## config.mk

```make
export PLATFORM = sky130hd
export DESIGN_NAME = dicd_top
export DESIGN_NICKNAME = d
export VERILOG_FILES = /design/src/dicd_pkg.sv /design/src/dicd_top.sv
export SDC_FILE = /design/constraint.sdc
export NUM_CORES = 1
export LEC_CHECK = 0
export BUFFER_PORTS_ARGS = -buffer_cell sky130_fd_sc_hd__buf_2
export CAP_MARGIN = 20
export CORE_ASPECT_RATIO = 1.25
export CORE_MARGIN = 1.5
export CORE_UTILIZATION = 59
export CTS_CLUSTER_SIZE = 16
export DETAILED_ROUTE_END_ITERATION = 6
export PLACE_DENSITY_LB_ADDON = 0.2
export SLEW_MARGIN = 30
export SYNTH_ARGS = -nofsm -noshare
export SYNTH_HDL_FRONTEND = slang
export SYNTH_SLANG_ARGS = --single-unit
```

## constraint.sdc

```tcl
create_clock -name i_clk_sys -period 4.7 [get_ports i_clk_sys]
set_clock_uncertainty 0.2 [all_clocks]
set_input_delay 0.705 -clock i_clk_sys [delete_from_list [all_inputs] [get_ports i_clk_sys]]
set_output_delay 0.705 -clock i_clk_sys [all_outputs]
set_load 0.1 [all_outputs]
```

## src/dicd_pkg.sv

```systemverilog
package dicd_pkg;
    // terminal count and function code width
    localparam int NUM_TERM = 5;
    localparam int FUNC_W   = 6;
    // function codes
    localparam logic [5:0] FN_NONE    = 6'h00;
    localparam logic [5:0] FN_RESET   = 6'h01;
    localparam logic [5:0] FN_COAST   = 6'h02;
    localparam logic [5:0] FN_CLR_CST = 6'h03;
    localparam logic [5:0] FN_QSTOP   = 6'h04;
    localparam logic [5:0] FN_DCHOLD  = 6'h05;
    localparam logic [5:0] FN_STOP    = 6'h06;
    localparam logic [5:0] FN_START   = 6'h07;
    localparam logic [5:0] FN_LATCH   = 6'h08;
    localparam logic [5:0] FN_REV     = 6'h09;
    localparam logic [5:0] FN_STREV   = 6'h0a;
    localparam logic [5:0] FN_FWD_EN  = 6'h0b;
    localparam logic [5:0] FN_REV_EN  = 6'h0c;
    localparam logic [5:0] FN_INCH    = 6'h0d;
    localparam logic [5:0] FN_FRZ_REF = 6'h0e;
    localparam logic [5:0] FN_FRZ_OUT = 6'h0f;
    localparam logic [5:0] FN_SPD_UP  = 6'h10;
    localparam logic [5:0] FN_SPD_DN  = 6'h11;
    localparam logic [5:0] FN_RAMP2   = 6'h15;
    localparam logic [5:0] FN_PRE_LSB = 6'h16;
    localparam logic [5:0] FN_PRE_MSB = 6'h17;
    localparam logic [5:0] FN_PRE_ON  = 6'h18;
    // default function per terminal (18,19,27,29,33)
    localparam logic [29:0] FUNC_RST = {6'h00, 6'h0d, 6'h03, 6'h09, 6'h07};
    // bypass limits in Hz (tenths for skip)
    localparam int BW_MAX_HZ    = 100;
    localparam int SKIP_MAX_D10 = 10000;
    localparam logic [13:0] SKIP_RST = 14'h0000;
    // pulse timing
    localparam int PULSE_MS = 14;
    localparam int CLK_KHZ  = 125000;
    localparam int PULSE_CYC = PULSE_MS * CLK_KHZ;
    localparam int CNT_W = 21;
    localparam logic [15:0] HOLD_STEP = 16'h0001; // 0.1 % or 0.1 Hz
    localparam logic [15:0] HOLD_RST  = 16'h0000;
    // stop type encoding
    typedef enum logic [4:0] {
        DICD_STP_NONE  = 5'h01,
        DICD_STP_RAMP  = 5'h02,
        DICD_STP_QUICK = 5'h04,
        DICD_STP_DC    = 5'h08,
        DICD_STP_COAST = 5'h10
    } dicd_stop_t;
    // command bundle
    typedef struct packed {
        logic       run;
        logic       reverse;
        logic       fwd_only;
        logic       rev_only;
        logic       inch;
        logic       ramp2;
        logic       preset_on;
        logic [1:0] preset_sel;
        logic       frz_ref;
        logic       frz_out;
    } dicd_cmd_t;
endpackage

```

## src/dicd_top.sv

```systemverilog
// Function
// - per-terminal function code selects its command
// - bandwidth setting 0..100 Hz, zero disables
// - two skip frequencies 0..1000 Hz, banded
// - code 0 terminal fully ignored
// - code 1 rising edge clears alarm
// - code 2 low coasts immediately
// - code 3 low coasts, falling edge resets
// - code 4 low gives quick stop ramp
// - code 5 low DC brakes if settings nonzero
// - code 6 low ramps down on selected ramp
// - code 7 level run command
// - code 8 14 ms pulse latches start
// - code 9 reverses, no start, not closed loop
// - code 10 start plus reverse, latching option
// - codes 11/12 start restricted direction
// - code 13 forces inch unless coasting, quick stopping or DC braking
// - code 14 holds reference, survives stop
// - code 15 holds output frequency
// - fast terminals get constant latency path
// - qualified 14 ms pulses step held value
// - up/down only while frozen, both is down
// - ramp select low first, high second
// - preset enable chooses preset by selects
//
// Our own choices: the address map and register access over Avalon-MM.
module dicd_top #(
    parameter int PULSE_CYCLES = dicd_pkg::PULSE_CYC
) (
    // clock, reset, enable
    input  wire logic                    i_clk_sys,
    input  wire logic                    i_rst,
    input  wire logic                    i_ce,
    // terminal pins, bit 0 = terminal 18
    input  wire logic [4:0]              i_term,
    // Avalon-MM slave
    input  wire logic [3:0]              i_avs_address,
    input  wire logic                    i_avs_read,
    input  wire logic                    i_avs_write,
    input  wire logic [31:0]             i_avs_writedata,
    output logic [31:0]                  o_avs_readdata,
    output logic                         o_avs_waitrequest,
    // drive context
    input  wire logic                    i_closed_loop,
    input  wire logic                    i_dc_time_nz,
    input  wire logic                    i_dc_volt_nz,
    input  wire logic [15:0]             i_live_ref,
    input  wire logic [15:0]             i_live_freq,
    // commands out
    output logic                         o_alarm_clr,
    output logic                         o_coast,
    output dicd_pkg::dicd_stop_t         o_stop,
    output dicd_pkg::dicd_cmd_t          o_cmd,
    output logic [15:0]                  o_hold_val,
    // bypass settings
    output logic [6:0]                   o_bypass_bw,
    output logic [13:0]                  o_skip1,
    output logic [13:0]                  o_skip2,
    output logic                         o_bypass_en
);
    localparam logic [3:0] A_FUNC0 = 4'h0; // five function words 0..4
    localparam logic [3:0] A_BW    = 4'h5;
    localparam logic [3:0] A_SKIP1 = 4'h6;
    localparam logic [3:0] A_SKIP2 = 4'h7;
    localparam logic [3:0] A_STAT  = 4'h8;
    localparam logic [3:0] A_NUM   = 4'h9;
    localparam int CNT_W_L = dicd_pkg::CNT_W;
    localparam logic [CNT_W_L-1:0] PULSE_MAX =
        CNT_W_L'(PULSE_CYCLES - 1);

    // is any terminal mapped to code f and high?
    function automatic logic any_hi(input logic [29:0] fn,
                                    input logic [4:0] lv,
                                    input logic [5:0] f);
        logic r;
        r = 1'b0;
        for (int k = 0; k < 5; k++)
            if (fn[k*6 +: 6] == f && lv[k])
                r = 1'b1;
        return r;
    endfunction
    // is any terminal mapped to code f?
    function automatic logic any_map(input logic [29:0] fn,
                                     input logic [5:0] f);
        logic r;
        r = 1'b0;
        for (int k = 0; k < 5; k++)
            if (fn[k*6 +: 6] == f)
                r = 1'b1;
        return r;
    endfunction

    logic [29:0] func_reg;
    logic [6:0]  bw_reg;
    logic [13:0] skip1_reg;
    logic [13:0] skip2_reg;
    logic [4:0]  s1_reg;
    logic [4:0]  s2_reg;
    logic [4:0]  s3_reg;
    logic [4:0]  lvl_reg;
    logic [4:0]  lvl_prev_reg;
    logic [4:0]  lvl;
    logic [4:0]  lvl_inv;

    // three-stage sync; fast terminals 18/19 take the same fixed path
    // so their latency never varies between activations
    // constant latency
    always_ff @(posedge i_clk_sys) begin
        if (i_rst) begin
            s1_reg <= 5'h00;
            s2_reg <= 5'h00;
            s3_reg <= 5'h00;
        end else if (i_ce) begin
            s1_reg <= i_term;
            s2_reg <= s1_reg;
            s3_reg <= s2_reg;
        end
    end

    // level accepted only where stages two and three agree
    always_ff @(posedge i_clk_sys) begin
        if (i_rst) begin
            lvl_reg      <= 5'h00;
            lvl_prev_reg <= 5'h00;
        end else if (i_ce) begin
            lvl_reg      <= (s2_reg & s3_reg) | (lvl_reg & (s2_reg | s3_reg));
            lvl_prev_reg <= lvl_reg;
        end
    end

    always_comb begin
        for (int k = 0; k < 5; k++) begin
            lvl[k]     = lvl_reg[k] &&
                         (func_reg[k*6 +: 6] != dicd_pkg::FN_NONE);
            lvl_inv[k] = !lvl_reg[k] &&
                         (func_reg[k*6 +: 6] != dicd_pkg::FN_NONE);
        end
    end

    // register bus: one-cycle waitrequest, answers on the second cycle
    logic acc_reg;
    wire  logic req = (i_avs_read || i_avs_write) && !acc_reg;
    always_ff @(posedge i_clk_sys) begin
        if (i_rst)
            acc_reg <= 1'b0;
        else if (i_ce)
            acc_reg <= req;
    end

    always_ff @(posedge i_clk_sys) begin
        if (i_rst)
            func_reg <= dicd_pkg::FUNC_RST;
        else if (i_ce && i_avs_write && acc_reg && i_avs_address < A_BW)
            func_reg[i_avs_address[2:0]*6 +: 6] <= i_avs_writedata[5:0];
    end

    // bandwidth clamps to 100; skip frequencies clamp to 1000.0
    always_ff @(posedge i_clk_sys) begin
        if (i_rst) begin
            bw_reg    <= 7'h00;
            skip1_reg <= dicd_pkg::SKIP_RST;
            skip2_reg <= dicd_pkg::SKIP_RST;
        end else if (i_ce && i_avs_write && acc_reg) begin
            if (i_avs_address == A_BW)
                bw_reg <= (i_avs_writedata > 32'(dicd_pkg::BW_MAX_HZ)) ?
                          7'(dicd_pkg::BW_MAX_HZ) : i_avs_writedata[6:0];
            if (i_avs_address == A_SKIP1)
                skip1_reg <= (i_avs_writedata >
                              32'(dicd_pkg::SKIP_MAX_D10)) ?
                             14'(dicd_pkg::SKIP_MAX_D10) :
                             i_avs_writedata[13:0];
            if (i_avs_address == A_SKIP2)
                skip2_reg <= (i_avs_writedata >
                              32'(dicd_pkg::SKIP_MAX_D10)) ?
                             14'(dicd_pkg::SKIP_MAX_D10) :
                             i_avs_writedata[13:0];
        end
    end

    // stop demands from the terminal levels
    wire logic coast_d = any_hi(func_reg, lvl_inv, dicd_pkg::FN_COAST) ||
                         any_hi(func_reg, lvl_inv, dicd_pkg::FN_CLR_CST);
    wire logic dc_d    = any_hi(func_reg, lvl_inv, dicd_pkg::FN_DCHOLD) &&
                         i_dc_time_nz && i_dc_volt_nz;
    wire logic qs_d    = any_hi(func_reg, lvl_inv, dicd_pkg::FN_QSTOP);
    wire logic rs_d    = any_hi(func_reg, lvl_inv, dicd_pkg::FN_STOP);

    // edge based alarm clear
    logic rst_ev;
    always_comb begin
        rst_ev = 1'b0;
        for (int k = 0; k < 5; k++) begin
            if (func_reg[k*6 +: 6] == dicd_pkg::FN_RESET &&
                lvl_reg[k] && !lvl_prev_reg[k])
                rst_ev = 1'b1;
            if (func_reg[k*6 +: 6] == dicd_pkg::FN_CLR_CST &&
                !lvl_reg[k] && lvl_prev_reg[k])
                rst_ev = 1'b1;
        end
    end

    // latched start: pulse must stay high PULSE_CYCLES
    logic [CNT_W_L-1:0] lat_cnt_reg;
    logic               latch_reg;
    wire  logic lat_in = any_hi(func_reg, lvl, dicd_pkg::FN_LATCH);
    wire  logic stopping = coast_d || dc_d || qs_d || rs_d;
    always_ff @(posedge i_clk_sys) begin
        if (i_rst) begin
            lat_cnt_reg <= '0;
            latch_reg   <= 1'b0;
        end else if (i_ce) begin
            lat_cnt_reg <= lat_in ? ((lat_cnt_reg == PULSE_MAX) ?
                           lat_cnt_reg : lat_cnt_reg + 1'b1) : '0;
            if (stopping)
                latch_reg <= 1'b0;
            else if (lat_in && lat_cnt_reg == PULSE_MAX)
                latch_reg <= 1'b1;
        end
    end

    // speed up / down pulse qualification
    logic [CNT_W_L-1:0] hi_cnt_reg;
    logic [CNT_W_L-1:0] lo_cnt_reg;
    logic               armed_reg;
    logic               dir_dn_reg;
    logic               step_pls;
    wire  logic up_in = any_hi(func_reg, lvl, dicd_pkg::FN_SPD_UP);
    wire  logic dn_in = any_hi(func_reg, lvl, dicd_pkg::FN_SPD_DN);
    wire  logic ud_in = up_in || dn_in;
    // high then low each 14 ms
    always_ff @(posedge i_clk_sys) begin
        if (i_rst) begin
            hi_cnt_reg <= '0;
            lo_cnt_reg <= '0;
            armed_reg  <= 1'b0;
            dir_dn_reg <= 1'b0;
        end else if (i_ce) begin
            if (ud_in) begin
                lo_cnt_reg <= '0;
                if (hi_cnt_reg != PULSE_MAX)
                    hi_cnt_reg <= hi_cnt_reg + 1'b1;
                else
                    armed_reg <= 1'b1;
                dir_dn_reg <= dn_in;
            end else begin
                hi_cnt_reg <= '0;
                if (lo_cnt_reg != PULSE_MAX)
                    lo_cnt_reg <= lo_cnt_reg + 1'b1;
                else
                    armed_reg <= 1'b0;
            end
        end
    end
    assign step_pls = i_ce && armed_reg && !ud_in &&
                      lo_cnt_reg == PULSE_MAX - 1'b1;

    // freeze: capture live value on entry, then step only
    wire  logic frz_ref = any_hi(func_reg, lvl, dicd_pkg::FN_FRZ_REF);
    wire  logic frz_out = any_hi(func_reg, lvl, dicd_pkg::FN_FRZ_OUT);
    logic       frz_prev_reg;
    logic [15:0] hold_reg;
    always_ff @(posedge i_clk_sys) begin
        if (i_rst) begin
            hold_reg     <= dicd_pkg::HOLD_RST;
            frz_prev_reg <= 1'b0;
        end else if (i_ce) begin
            frz_prev_reg <= frz_ref || frz_out;
            if ((frz_ref || frz_out) && !frz_prev_reg)
                hold_reg <= frz_ref ? i_live_ref : i_live_freq;
            else if ((frz_ref || frz_out) && step_pls)
                hold_reg <= dir_dn_reg ?
                    ((hold_reg == 16'h0000) ? hold_reg :
                     hold_reg - dicd_pkg::HOLD_STEP) :
                    ((hold_reg == 16'hffff) ? hold_reg :
                     hold_reg + dicd_pkg::HOLD_STEP);
        end
    end

    // run direction decode
    dicd_pkg::dicd_cmd_t cmd_next;
    dicd_pkg::dicd_stop_t stop_next;
    always_comb begin
        logic st_rev;
        logic lat_mode;
        lat_mode = func_reg[5:0] == dicd_pkg::FN_LATCH;
        st_rev   = any_hi(func_reg, lvl, dicd_pkg::FN_STREV) &&
                   !i_closed_loop;
        cmd_next = '0;
        cmd_next.fwd_only = any_hi(func_reg, lvl, dicd_pkg::FN_FWD_EN);
        cmd_next.rev_only = any_hi(func_reg, lvl, dicd_pkg::FN_REV_EN);
        // latched when terminal 18 latches, sole start
        cmd_next.run = any_hi(func_reg, lvl, dicd_pkg::FN_START) ||
                       latch_reg || cmd_next.fwd_only ||
                       cmd_next.rev_only ||
                       (st_rev && !(lat_mode && !latch_reg));
        // reverse only, not in closed loop
        cmd_next.reverse = (any_hi(func_reg, lvl, dicd_pkg::FN_REV) ||
                            st_rev || cmd_next.rev_only) &&
                           !i_closed_loop && !cmd_next.fwd_only;
        cmd_next.inch = any_hi(func_reg, lvl, dicd_pkg::FN_INCH) &&
                        !coast_d && !qs_d && !dc_d;
        cmd_next.ramp2 = any_hi(func_reg, lvl, dicd_pkg::FN_RAMP2);
        cmd_next.preset_on = any_hi(func_reg, lvl, dicd_pkg::FN_PRE_ON);
        cmd_next.preset_sel = {any_hi(func_reg, lvl, dicd_pkg::FN_PRE_MSB),
                               any_hi(func_reg, lvl, dicd_pkg::FN_PRE_LSB)};
        cmd_next.frz_ref = frz_ref;
        cmd_next.frz_out = frz_out;
        if (stopping)
            cmd_next.run = 1'b0;
        if (coast_d)
            stop_next = dicd_pkg::DICD_STP_COAST;
        else if (dc_d)
            stop_next = dicd_pkg::DICD_STP_DC;
        else if (qs_d)
            stop_next = dicd_pkg::DICD_STP_QUICK;
        else if (rs_d)
            stop_next = dicd_pkg::DICD_STP_RAMP;
        else
            stop_next = dicd_pkg::DICD_STP_NONE;
    end

    // registered command outputs
    always_ff @(posedge i_clk_sys) begin
        if (i_rst) begin
            o_cmd       <= '0;
            o_stop      <= dicd_pkg::DICD_STP_NONE;
            o_coast     <= 1'b0;
            o_alarm_clr <= 1'b0;
        end else if (i_ce) begin
            o_cmd       <= cmd_next;
            o_stop      <= stop_next;
            o_coast     <= coast_d; // transistors off at once
            o_alarm_clr <= rst_ev;
        end
    end

    // settings mirrored to outputs; bw of 0 switches bypass off
    always_ff @(posedge i_clk_sys) begin
        if (i_rst) begin
            o_bypass_bw <= 7'h00;
            o_skip1     <= dicd_pkg::SKIP_RST;
            o_skip2     <= dicd_pkg::SKIP_RST;
            o_bypass_en <= 1'b0;
            o_hold_val  <= dicd_pkg::HOLD_RST;
        end else if (i_ce) begin
            o_bypass_bw <= bw_reg;
            o_skip1     <= skip1_reg;
            o_skip2     <= skip2_reg;
            o_bypass_en <= bw_reg != 7'h00;
            o_hold_val  <= hold_reg;
        end
    end

    // read data and waitrequest
    always_ff @(posedge i_clk_sys) begin
        if (i_rst) begin
            o_avs_readdata    <= 32'h0000_0000;
            o_avs_waitrequest <= 1'b1;
        end else if (i_ce) begin
            o_avs_waitrequest <= !req;
            unique case (i_avs_address) inside
                [4'h0:4'h4]: o_avs_readdata <=
                    {26'h0, func_reg[i_avs_address[2:0]*6 +: 6]};
                A_BW:    o_avs_readdata <= {25'h0, bw_reg};
                A_SKIP1: o_avs_readdata <= {18'h0, skip1_reg};
                A_SKIP2: o_avs_readdata <= {18'h0, skip2_reg};
                A_STAT:  o_avs_readdata <= {11'h0, lvl_reg,
                                            hold_reg};
                default: o_avs_readdata <= 32'h0000_0000;
            endcase
        end
    end

    coast_first_a: assert property (@(posedge i_clk_sys) disable iff (i_rst)
        i_ce && coast_d |=> o_stop == dicd_pkg::DICD_STP_COAST)
        else $error("coast not given priority");
    inch_block_a: assert property (@(posedge i_clk_sys) disable iff (i_rst)
        i_ce && qs_d |=> !o_cmd.inch)
        else $error("inch active during quick stop");
    bw_limit_a: assert property (@(posedge i_clk_sys) disable iff (i_rst)
        bw_reg <= 7'(dicd_pkg::BW_MAX_HZ))
        else $error("bandwidth above limit");
    rev_loop_a: assert property (@(posedge i_clk_sys) disable iff (i_rst)
        i_ce && i_closed_loop |=> !o_cmd.reverse)
        else $error("reverse in closed loop");
    latch_time_a: assert property (@(posedge i_clk_sys) disable iff (i_rst)
        $rose(latch_reg) |-> $past(lat_cnt_reg) == PULSE_MAX)
        else $error("latch set early");
    stop_run_a: assert property (@(posedge i_clk_sys) disable iff (i_rst)
        i_ce && stopping |=> !o_cmd.run)
        else $error("run during stop");
    dc_gate_a: assert property (@(posedge i_clk_sys) disable iff (i_rst)
        i_ce && !i_dc_time_nz && !coast_d |=>
        o_stop != dicd_pkg::DICD_STP_DC)
        else $error("dc brake without settings");
    bw_en_a: assert property (@(posedge i_clk_sys) disable iff (i_rst)
        i_ce && bw_reg == 7'h00 |=> !o_bypass_en)
        else $error("bypass enabled at zero bandwidth");
    cov_latch_c: cover property (@(posedge i_clk_sys) $rose(latch_reg));
    cov_step_c:  cover property (@(posedge i_clk_sys) step_pls);
    cov_clr_c:   cover property (@(posedge i_clk_sys) o_alarm_clr);
endmodule

```

After elaboration in Yosys (flattened, before gate mapping)
Cells that the tools add are included.
{ "word_totals": {"mem_bits_rw": 0, "mem_count": 0, "ff_bits": 277, "out_inout_bits": 103, "latchBits": 0, "mem_bits_ro": 0} }
{ "op_classes": {"div_mod_pow": 0, "mul": 1, "n_shift": 3, "bitwise": 4, "reduce_logical": 205, "n_eq_ne": 120, "magnitude_cmp": 5, "addsub": 6, "mux": 136} }
{ "ops": {"columns": ["op", "n"], "rows": [
  ["6-bit by 4-bit equality test with 1-bit output, second input constant", 40],
  ["6-bit by 5-bit equality test with 1-bit output, second input constant", 30],
  ["1-bit logical AND", 151],
  ["21-bit two-way mux", 6],
  ["6-bit by 3-bit equality test with 1-bit output, second input constant", 20],
  ["1-bit two-way mux", 116],
  ["21-bit case mux with 5 select lines", 1],
  ["16-bit two-way mux", 6],
  ["21-bit by 1-bit adder with 21-bit output, second input constant", 3],
  ["6-bit by 2-bit equality test with 1-bit output, second input constant", 10],
  ["21-bit equality test, second input constant", 2],
  ["21-bit inequality test, second input constant", 2],
  ["6-bit negator with 34-bit output", 1],
  ["6-bit by 34-bit variable shift with 30-bit output, first input constant", 1],
  ["6-bit by 34-bit indexed part select with 30-bit output", 1],
  ["32-bit by 14-bit > comparator with 1-bit output, second input constant", 1],
  ["32-bit by 7-bit > comparator with 1-bit output, second input constant", 1],
  ["30-bit bitwise mux", 1],
  ["6-bit by 1-bit equality test with 1-bit output, second input constant", 5],
  ["6-bit nonzero test", 5],
  ["30-bit by 7-bit indexed part select with 6-bit output", 1],
  ["1-bit logical NOT", 21],
  ["16-bit by 1-bit adder with 16-bit output, second input constant", 1],
  ["16-bit equality test, second input constant", 1],
  ["other kinds (25)", 53]
]} }

Longest topological paths before layout
Gate-level depths: netlist of run 1.
{ "logic_depth": {"depth_word": 15, "ltp_mapped": 13} }

Least setup slack after synthesis of run 1
OpenSTA, ideal clock, no wires.
{ "synth_path": {"path_kind": "input -> register", "startpoint": "in i_avs_address[0]", "endpoint": "reg func_reg[4]", "arrival_time_ns": 3.368, "path_stages": 12, "t_required_ns": 4.372, "setup_ns": 0.128, "slack_ns": 1.004, "n_path_buf": 3, "cell_sequence": "buf_2 > clkbuf_1 > inv_1 > ha_1 > nor3_1 > and3b_1 > buf_2 > nand4_1 > or3_1 > a22o_1 > mux2i_1 > nor2_1"} }
{ "synth_between": {"elab_chain_len": 4, "word_cells_on_any_way": 7, "classes_between": "add/sub: 1; mul: 1; order compare: 1; shift: 2; mux: 1; reduce/logical: 1"} }
{ "synth_lines": {"columns": ["element", "line", "text"], "rows": [
  ["start: declaration", "dicd_top.sv:37", "input wire logic [3:0] i_avs_address,"],
  ["3-bit by 2-bit multiplier with 5-bit output", "dicd_top.sv:154", "func_reg[i_avs_address[2:0]*6 +: 6] <= i_avs_writedata[5:0];"],
  ["6-bit negator with 34-bit output", "dicd_top.sv:154", null],
  ["6-bit by 34-bit indexed part select with 30-bit output / 6-bit by 34-bit variable shift with 30-bit output (equally long branches)", "dicd_top.sv:154", null],
  ["30-bit bitwise mux", "dicd_top.sv:154", null],
  ["end signal: assignment", "dicd_top.sv:152", "func_reg <= dicd_pkg::FUNC_RST;"],
  ["end signal: indexed assignment", "dicd_top.sv:154", null],
  ["end: declaration", "dicd_top.sv:93", "logic [29:0] func_reg;"]
]} }
Several ways; a longest one is shown, not always the timed one.
A chain may end at the register's enable or synchronous reset.

Worst setup path after layout of run 1
{ "layout_path": {"startpoint": "in i_avs_address[1]", "endpoint": "reg func_reg[8]"} }
The elaborated chain is that of the path after synthesis.

==> results.cfg, run 1 <==
[run_status]
status = complete, no violations

[timing]
finalMaxSlewViolations = 0
hold_viol = 0
setup_tns_ns = 0
max_freq_ghz = 0.2748
tightest_slew_ns = 0.9180
rsz0062_at_grt = false
period_minus_slack_ns = 3.640
setup_violations = 0
holdWs_ns = 0.2049
period_share_pct = 77.44
relSlewSlack_pct = 38.74

[setup_path]
arrival_ns = 3.84
critPathSlowestCell = fa_1
worstRegToRegCells = 8
cp_num_buf_inv = 1
worst_path_most_repeated_cell = nor2_1
rrSetupSlack_ns = 1.08
crit_family = simple AND/OR/NAND/NOR gates
setup.worst_path.class = input pin to register
path_cells = buf_2 -> ha_1 -> fa_1 -> xor2_2 -> nor2_1 -> and2_1 -> ha_1 -> nand2_1 -> nor2_1 -> nand4_1 -> mux2i_1 -> nor2_1
endpoint_kind = register
worstPathMaxFanout = 12
r2r-end = hold_reg[15]
rr_startpoint = func_reg[9]
critPathLaunchType = input pin
required_ns = 4.90
cpPeakStageDelay_ns = 0.49

[detailed_routing]
drc = 0
final_antenna_net_count = 0
drt_iter0_drc = 1005
wl_per_cell_um = 18.85
routed_via_density = 6.167
vias = 13590
wl_um = 41540
firstDrtPassIters = 5

[floorplan]
dieWidth_um = 142.6
io_pins = 184
die_area_um2 = 25320
die_height_um = 177.5
placementRows = 63
design.core.area_um2 = 23810
start_util_pct = 60.39

[global_routing]
antenna_found_initial = 0
grt_usage_pct = 32.00
grt_pass1_vias = 12630
grt_pass1_wl_um = 65100
grt_max_degree = 100
overflow = 0

[layout]
drive_gt1_share_pct = 15.87
fin_nets = 1968
final_common_cell = dfxtp_1
num_antenna_cells = 0
design_area_um2 = 16170
final_cell_mix = dfxtp_1, nor2_1, buf_2, nand2_1, a21oi_1
utilization_pct = 67.94
fill_cells = 2051
area_growth_pct = 12.50
largest_reg_flops = 30

[clock_network]
cts-root-buf = clkbuf_16
clk_pin_slew_ns = 0.06
cts_buffers = 27
htree_levels = 1
post_cts_resized = 0
clock_sinks = 265
cts_tree = yes
cts_setup_buffers = 0
cts_buffer_depth = 3
hold_buffers = 0
insertion_delay_ns = 0.55

[synthesis]
syn_area_um2 = 14380
syn_avg_cell_area_um2 = 8.224
seq_area_frac_synth_pct = 36.90
yosys_warnings = 0
syn_inst = 1748
ys.flop_type = dfxtp_1
synth_seq_cells = 265
synth_edf_count = 0
async_flop_share_pct = 0
synth_cell_types = 97

[placement]
place_area_um2 = 15220
io_buffers = 172
place.detailed.hpwl_um = 29280
place.gp.congestion = 0.9678

[flow_run]
drv_cap = 0

[pwr]
vdd_drop_max_mv = 0.2671
leakagePower_uw = 0.006299
report.power.total_uw = 4941
p_per_area_nw_per_um2 = 305.5

[min_path]
hp-class = input pin to register
min_from = i_term[1]
min_to = s1_reg[1]
hold_depth = 3
## layout make-up
type                       count  area, µm²  share of cell area, %
sequential                   265       5305                  32.80
inverter                      40      150.1                 0.9284
multi-input combinational   1330       8317                  51.42
clock inverter                12      161.4                 0.9980
timing repair buffer         195       1054                  6.514
clock buffer                  36      779.5                  4.820
tap                          325      406.6                  2.514
## per-stage QoR
stage          cells  worst slack, ns
2_1_floorplan   1758            1.004
6_report        2203            1.060
5_1_grt         2203           0.8476
3_3_place_gp    2155           0.6470
3_5_place_dp    2155           0.5488
4_1_cts         2203            1.081
## synthesized netlist by cell type (9+ instances only)
| cell type | count | share of area, % |
|---|---|---|
| a211o_1 | 11 | 0.67 |
| a211oi_1 | 25 | 1.3 |
| a21oi_1 | 118 | 4.1 |
| a22oi_1 | 33 | 1.7 |
| a31oi_1 | 10 | 0.44 |
| and3_1 | 15 | 0.65 |
| buf_1 | 11 | 0.29 |
| buf_2 | 24 | 0.84 |
| buf_4 | 16 | 0.84 |
| clkbuf_1 | 60 | 1.6 |
| dfxtp_1 | 265 | 37 |
| ha_1 | 26 | 2.3 |
| inv_1 | 39 | 1.0 |
| mux2i_1 | 103 | 7.2 |
| nand2_1 | 167 | 4.4 |
| nand2b_1 | 20 | 0.87 |
| nand3_1 | 81 | 2.8 |
| nand4_1 | 20 | 0.87 |
| nor2_1 | 240 | 6.3 |
| nor2b_1 | 29 | 1.3 |
| nor3_1 | 55 | 1.9 |
| nor3b_1 | 12 | 0.63 |
| nor4_1 | 22 | 0.96 |
| nor4b_1 | 10 | 0.61 |
| o21ai_0 | 65 | 2.3 |
| o22ai_1 | 11 | 0.48 |
| or3_1 | 32 | 1.4 |
| or4_1 | 9 | 0.47 |
| xnor2_1 | 36 | 2.2 |
| xor2_1 | 12 | 0.73 |
## report_power, final
group          internal [µW]  switching, µW
sequential              2260           11.4
combinational            114            307
clock                   1330            915
total                   3710           1230
## worst max path at each step
stage	slack [ns]	from	endpoint	depth (start not counted)
after CTS	1.08	i_avs_address[1]	func_reg[8]	12
after detailed placement	0.55	i_avs_address[1]	func_reg[8]	12
final	1.06	i_avs_address[1]	func_reg[8]	12
after floorplan	1.00	i_avs_address[0]	func_reg[4]	12
after global placement	0.65	i_avs_address[1]	func_reg[8]	12
after global routing	0.85	i_avs_address[1]	func_reg[8]	12
## tightest hold or removal path: cells and delay by family
family	cells	cell delay (ns)
and+or+nand+nor	1	0.08
muxes	1	0.05
buffers and inverters	1	0.07
## routing by layer
layer  vias up  part of all wire [%]  track usage (%)
met2       532                    48            53.88
met3       128                   6.5            4.047
met5         -                     0                0
met1      6460                    41            40.51
li1       6466                     -                -
met4         0                   4.6            15.34
## kinds of logic after synthesis
| group | Yosys count | share of synthesized area, % |
|---|---|---|
| XOR/XNOR | 49 | 3.037 |
| buffers and inverters | 163 | 5.605 |
| AO/OA/AOI/OAI | 355 | 16.33 |
| flip-flops | 265 | 36.90 |
| multiplexers | 112 | 8.346 |
| AND/OR/NAND/NOR | 775 | 27.21 |
| adder cells (fa/ha/maj) | 28 | 2.541 |
| other | 1 | 0.02608 |
Power figures use the tool's default switching activity.
==> inputs of run 2 (changes only) <==
--- a/config.mk
+++ b/config.mk
@@ -9,7 +9,7 @@
 export CAP_MARGIN = 20
 export CORE_ASPECT_RATIO = 1.25
 export CORE_MARGIN = 1.5
-export CORE_UTILIZATION = 59
+export CORE_UTILIZATION = 53
 export CTS_CLUSTER_SIZE = 16
 export DETAILED_ROUTE_END_ITERATION = 6
 export PLACE_DENSITY_LB_ADDON = 0.2
==> constraint.sdc (replaced) <==
create_clock -name i_clk_sys -period 3.2 [get_ports i_clk_sys]
set_clock_uncertainty 0.2 [all_clocks]
set_input_delay 0.48 -clock i_clk_sys [delete_from_list [all_inputs] [get_ports i_clk_sys]]
set_output_delay 0.48 -clock i_clk_sys [all_outputs]
set_load 0.1 [all_outputs]
==> run 2 against run 1 <==
Global-route usage down 2.1 points. Largest cell class unchanged. Cell count up 4.4%. First-iteration DRC count down 17%. Combinational power up 62%. Critical endpoint is now hold_reg[2].
==> results.cfg, run 2 (same netlist as run 1, synthesis figures left out) <==
[run_status]
status = complete, no violations

[setup_path]
critPathLaunchType = register
endpoint_kind = register
rrSetupSlack_ns = 0.17
worst_path_most_repeated_cell = buf_4
cpPeakStageDelay_ns = 0.76
worstPathMaxFanout = 22
arrival_ns = 3.32
path_cells = or4b_2 -> o22ai_2 -> nor4_4 -> buf_4 -> a21oi_2 -> buf_4 -> nor2_1 -> a211o_1 -> a21oi_1
cp_num_buf_inv = 2
critPathSlowestCell = or4b_2
required_ns = 3.49
crit_family = simple AND/OR/NAND/NOR gates
setup.worst_path.class = register to register
r2r-end = hold_reg[2]
rr_startpoint = func_reg[4]
worstRegToRegCells = 9

[floorplan]
design.core.area_um2 = 26740
start_util_pct = 53.76
die_area_um2 = 28130
die_height_um = 187.1
placementRows = 67
io_pins = 184
dieWidth_um = 150.3

[pwr]
vdd_drop_max_mv = 0.4162
p_per_area_nw_per_um2 = 438.8
leakagePower_uw = 0.006689

[layout]
final_cell_mix = dfxtp_1, nor2_1, buf_2, nand2_1, a21oi_1
fin_nets = 2044
num_antenna_cells = 0
area_growth_pct = 17.71
final_common_cell = dfxtp_1
largest_reg_flops = 30
drive_gt1_share_pct = 19.29
utilization_pct = 63.28

[min_path]
hp-class = input pin to register
hold_depth = 3
min_from = i_avs_writedata[6]
min_to = skip2_reg[6]

[clock_network]
cts_buffer_depth = 3
post_cts_resized = 0
clk_pin_slew_ns = 0.06
cts_tree = yes
insertion_delay_ns = 0.56
cts_buffers = 28
clock_sinks = 265
cts-root-buf = clkbuf_16
htree_levels = 1

[detailed_routing]
firstDrtPassIters = 5
top_layer_used = met4
wl_per_cell_um = 18.66
routed_via_density = 5.957
met3RoutedLength_um = 2374
vias = 13700
final_antenna_net_count = 0
drc = 0
dr_wl_met2_um = 20550
drt_iter0_drc = 836
met1Wirelength_um = 18070
wl_um = 42910

[global_routing]
grt_max_degree = 141
grt_usage_pct = 29.91
grt_pass1_wl_um = 67680
overflow = 0
grt_pass1_vias = 12880
antenna_found_initial = 0

[timing]
relSlewSlack_pct = 47.55
period_minus_slack_ns = 3.029
setup_violations = 0
finalMaxSlewViolations = 0
tightest_slew_ns = 0.7868
period_share_pct = 94.65
rsz0062_at_grt = false
max_freq_ghz = 0.3302
hold_viol = 0
fin_ws_ns = 0.1711

[placement]
place.detailed.hpwl_um = 30920
io_buffers = 172
place.gp.congestion = 0.9816
dp_slack_ns = -0.03223

[flow_run]
drv_cap = 0
-- run 2: worst max-delay path by stage --
stage	start	endpoint	slack [ns]	depth (start not counted)
2_1_floorplan	i_avs_address[0]	func_reg[2]	0.01	11
3_3_place_gp	i_avs_address[0]	func_reg[29]	0.01	13
3_5_place_dp	i_avs_address[1]	func_reg[5]	-0.03	12
4_1_cts	func_reg[4]	hold_reg[2]	0.21	9
5_1_grt	func_reg[16]	lat_cnt_reg[20]	0.003	9
6_report	func_reg[4]	hold_reg[2]	0.17	9
-- run 2: timing repair --
action,in CTS,in global routing
hold buffers,6,0
endpoints found under the hold margin,7,0
buffers inserted,0,0
-- run 2: layer usage --
metal  up-vias  global-route usage, %
li1       6605                      -
met1      6521                  38.08
met2       455                  50.90
met3       114                  3.146
met4         0                  12.67
met5         -                      0
-- run 2: metrics by stage --
step                      std cells  total power (µW)  hold slack (ns)  setup TNS (ns)  area (µm²)
after global placement         2244              4072           0.2443               0       15890
after detailed placement       2244              4079           0.2505        -0.07498       15890
after floorplan                1758              3883           0.2357               0       14500
final                          2299              7426          0.02184               0       16920
after global routing           2299              7632          0.02951               0       16920
after CTS                      2299              7478         0.006890               0       16920
-- run 2: layout make-up --
type | count | area, µm²
tap | 345 | 431.7
multi-input combinational | 1330 | 8398
inverter | 40 | 150.1
fill | 2407 | 9819
sequential | 265 | 5305
timing repair buffer | 270 | 1662
clock inverter | 10 | 163.9
clock buffer | 39 | 812.0
-- run 2: where the power goes --
part / internal (µW) / total [µW] / switching, µW
clock: 2020 / 3410 / 1390
combinational: 208 / 680 / 472
sequential: 3320 / 3340 / 16.3
-- run 2: tightest hold or removal path: cells and delay by family --
family	cells	cell delay [ns]
buf+inv	1	0.13
simple gates	1	0.07
compound gates	1	0.05
==> inputs of run 3 (changes only) <==
--- a/config.mk
+++ b/config.mk
@@ -6,13 +6,13 @@
 export NUM_CORES = 1
 export LEC_CHECK = 0
 export BUFFER_PORTS_ARGS = -buffer_cell sky130_fd_sc_hd__buf_2
-export CAP_MARGIN = 20
+export CAP_MARGIN = 15
 export CORE_ASPECT_RATIO = 1.25
 export CORE_MARGIN = 1.5
 export CORE_UTILIZATION = 53
 export CTS_CLUSTER_SIZE = 16
 export DETAILED_ROUTE_END_ITERATION = 6
-export PLACE_DENSITY_LB_ADDON = 0.2
+export PLACE_DENSITY = 0.86
 export SLEW_MARGIN = 30
 export SYNTH_ARGS = -nofsm -noshare
 export SYNTH_HDL_FRONTEND = slang
==> run 3 against run 2 <==
Sequential power about the same. Hold slack got worse by 0.010 ns. Utilization decreased by 0.68 points. Power decreased by 4.1%. Cell count decreased by 0.61%. Routed wire length decreased by 1.7%. Clock power decreased by 9.1%. Global-route usage decreased by 0.23 points. Die area unchanged. Via count increased by 2.3%. First-iteration DRC count increased by 38%. Largest cell class unchanged.
==> results.cfg, run 3 (same netlist as run 1, synthesis figures left out) <==
[global_routing]
overflow = 0
grt_usage_pct = 29.67
antenna_found_initial = 0
grt_max_degree = 194
grt_pass1_vias = 13460
grt_pass1_wl_um = 68210

[setup_path]
r2r-end = hold_reg[4]
worstPathMaxFanout = 25
endpoint_kind = register
arrival_ns = 3.29
worstRegToRegCells = 9
rr_startpoint = func_reg[1]
required_ns = 3.48
crit_start = func_reg[1]
setup.worst_path.class = register to register
rrSetupSlack_ns = 0.19
critPathLaunchType = register

[clock_network]
clk_pin_slew_ns = 0.07
cts_buffer_depth = 3
clock_sinks = 265
insertion_delay_ns = 0.55
cts_setup_buffers = 0
cts_buffers = 26
cts-root-buf = clkbuf_16
htree_levels = 1
cts_tree = yes

[detailed_routing]
wl_um = 42170
final_antenna_net_count = 0
routed_via_density = 6.134
firstDrtPassIters = 5
vias = 14020
wl_per_cell_um = 18.46
drt_iter0_drc = 1157
drc = 0

[floorplan]
placementRows = 67
start_util_pct = 53.76
die_height_um = 187.1
io_pins = 184
die_area_um2 = 28130
dieWidth_um = 150.3
design.core.area_um2 = 26740

[layout]
largest_reg_flops = 30
fill_cells = 2217
num_antenna_cells = 0
final_cell_mix = dfxtp_1, nor2_1, buf_2, nand2_1, a21oi_1
area_growth_pct = 16.44
fin_nets = 2032
drive_gt1_share_pct = 18.92
final_common_cell = dfxtp_1

[timing]
relSlewSlack_pct = 40.87
max_freq_ghz = 0.3320
period_minus_slack_ns = 3.012
setup_tns_ns = 0
holdWs_ns = 0.01182
period_share_pct = 94.14
tightest_slew_ns = 0.8869
finalMaxSlewViolations = 0
fin_ws_ns = 0.1877
setup_violations = 0
hold_viol = 0
rsz0062_at_grt = false

[pwr]
seq_power_share_pct = 46.8
p_sw_share_pct = 25.42
p_int_uw = 5311
p_sw_uw = 1811
vdd_drop_max_mv = 0.3554
p_per_area_nw_per_um2 = 425.4
leakagePower_uw = 0.006588
clkPwrFrac_pct = 43.6
pwr-share-comb_pct = 9.6

[run_status]
status = complete, no violations

[placement]
place.detailed.hpwl_um = 30270
dp_slack_ns = -0.04828
io_buffers = 172
place.gp.congestion = 1.019

[min_path]
min_from = i_term[1]
min_to = s1_reg[1]
hp-class = input pin to register
hold_depth = 3

[flow_run]
drv_cap = 0
[run 3: cell count changes in the layout (fill, tap and decap cells not counted), moves of 2 or more]
cell and change:
clkinvlp_4 -2, buf_4 -10, clkbuf_1 -2, clkinv_2 +5
clkbuf_16 -2
[run 3: worst max-delay path by stage]
stage / depth (start not counted) / to
6_report: 9 / hold_reg[4]
4_1_cts: 9 / hold_reg[4]
3_5_place_dp: 12 / func_reg[18]
2_1_floorplan: 11 / func_reg[2]
5_1_grt: 9 / hold_reg[4]
3_3_place_gp: 12 / func_reg[4]
[run 3: routing by layer]
| metal | part of all wire, % | GRT usage, % |
|---|---|---|
| met4 | 5.4 | 15.16 |
| met2 | 48 | 50.09 |
| met5 | 0 | 0 |
| met3 | 7.0 | 3.805 |
| met1 | 39 | 36.68 |
[run 3: power groups by stage]
stage / logic (µW) / clock network, µW / registers (µW)
5_1_grt: 724 / 3270 / 3340
2_1_floorplan: 407 / 0 / 3480
6_report: 682 / 3100 / 3340
3_5_place_dp: 664 / 0 / 3410
4_1_cts: 673 / 3130 / 3340
3_3_place_gp: 656 / 0 / 3410
[run 3: final cells by class]
cell class / count / area (µm²) / share of cell area, %
Tap cell: 345 / 431.7 / 2.579
Timing Repair Buffer: 260 / 1588 / 9.485
Inverter: 40 / 150.1 / 0.8969
Multi-Input combinational cell: 1330 / 8403 / 50.20
Clock inverter: 11 / 121.4 / 0.7250
Sequential cell: 265 / 5305 / 31.69
Clock buffer: 34 / 740.7 / 4.425
[run 3: critical path, cell delays in order, from the launching register on]
cell	delay, ns
dfxtp_1	0.56
nand2b_1	0.18
nor4_1	0.09
nor4_4	0.42
o211ai_2	0.25
o31ai_2	0.31
nand3_2	0.20
buf_4	0.33
a211o_2	0.29
a21oi_2	0.12
[run 3: timing repair]
item                                    CTS  global route
gates resized for setup                   0             1
hold buffers                              5             0
endpoints found under the setup margin    0             1
endpoints found under the hold margin     5             0
[run 3: through the flow]
stage               std cells  area (µm²)  util (%)  total power (µW)
floorplan                1758       14500         -              3883
global placement         2235       15820     59.15              4065
detailed placement       2235       15820     59.15              4074
CTS                      2285       16730     62.56              7138
global route             2285       16740     62.60              7325
finish                   2285       16740     62.60              7122
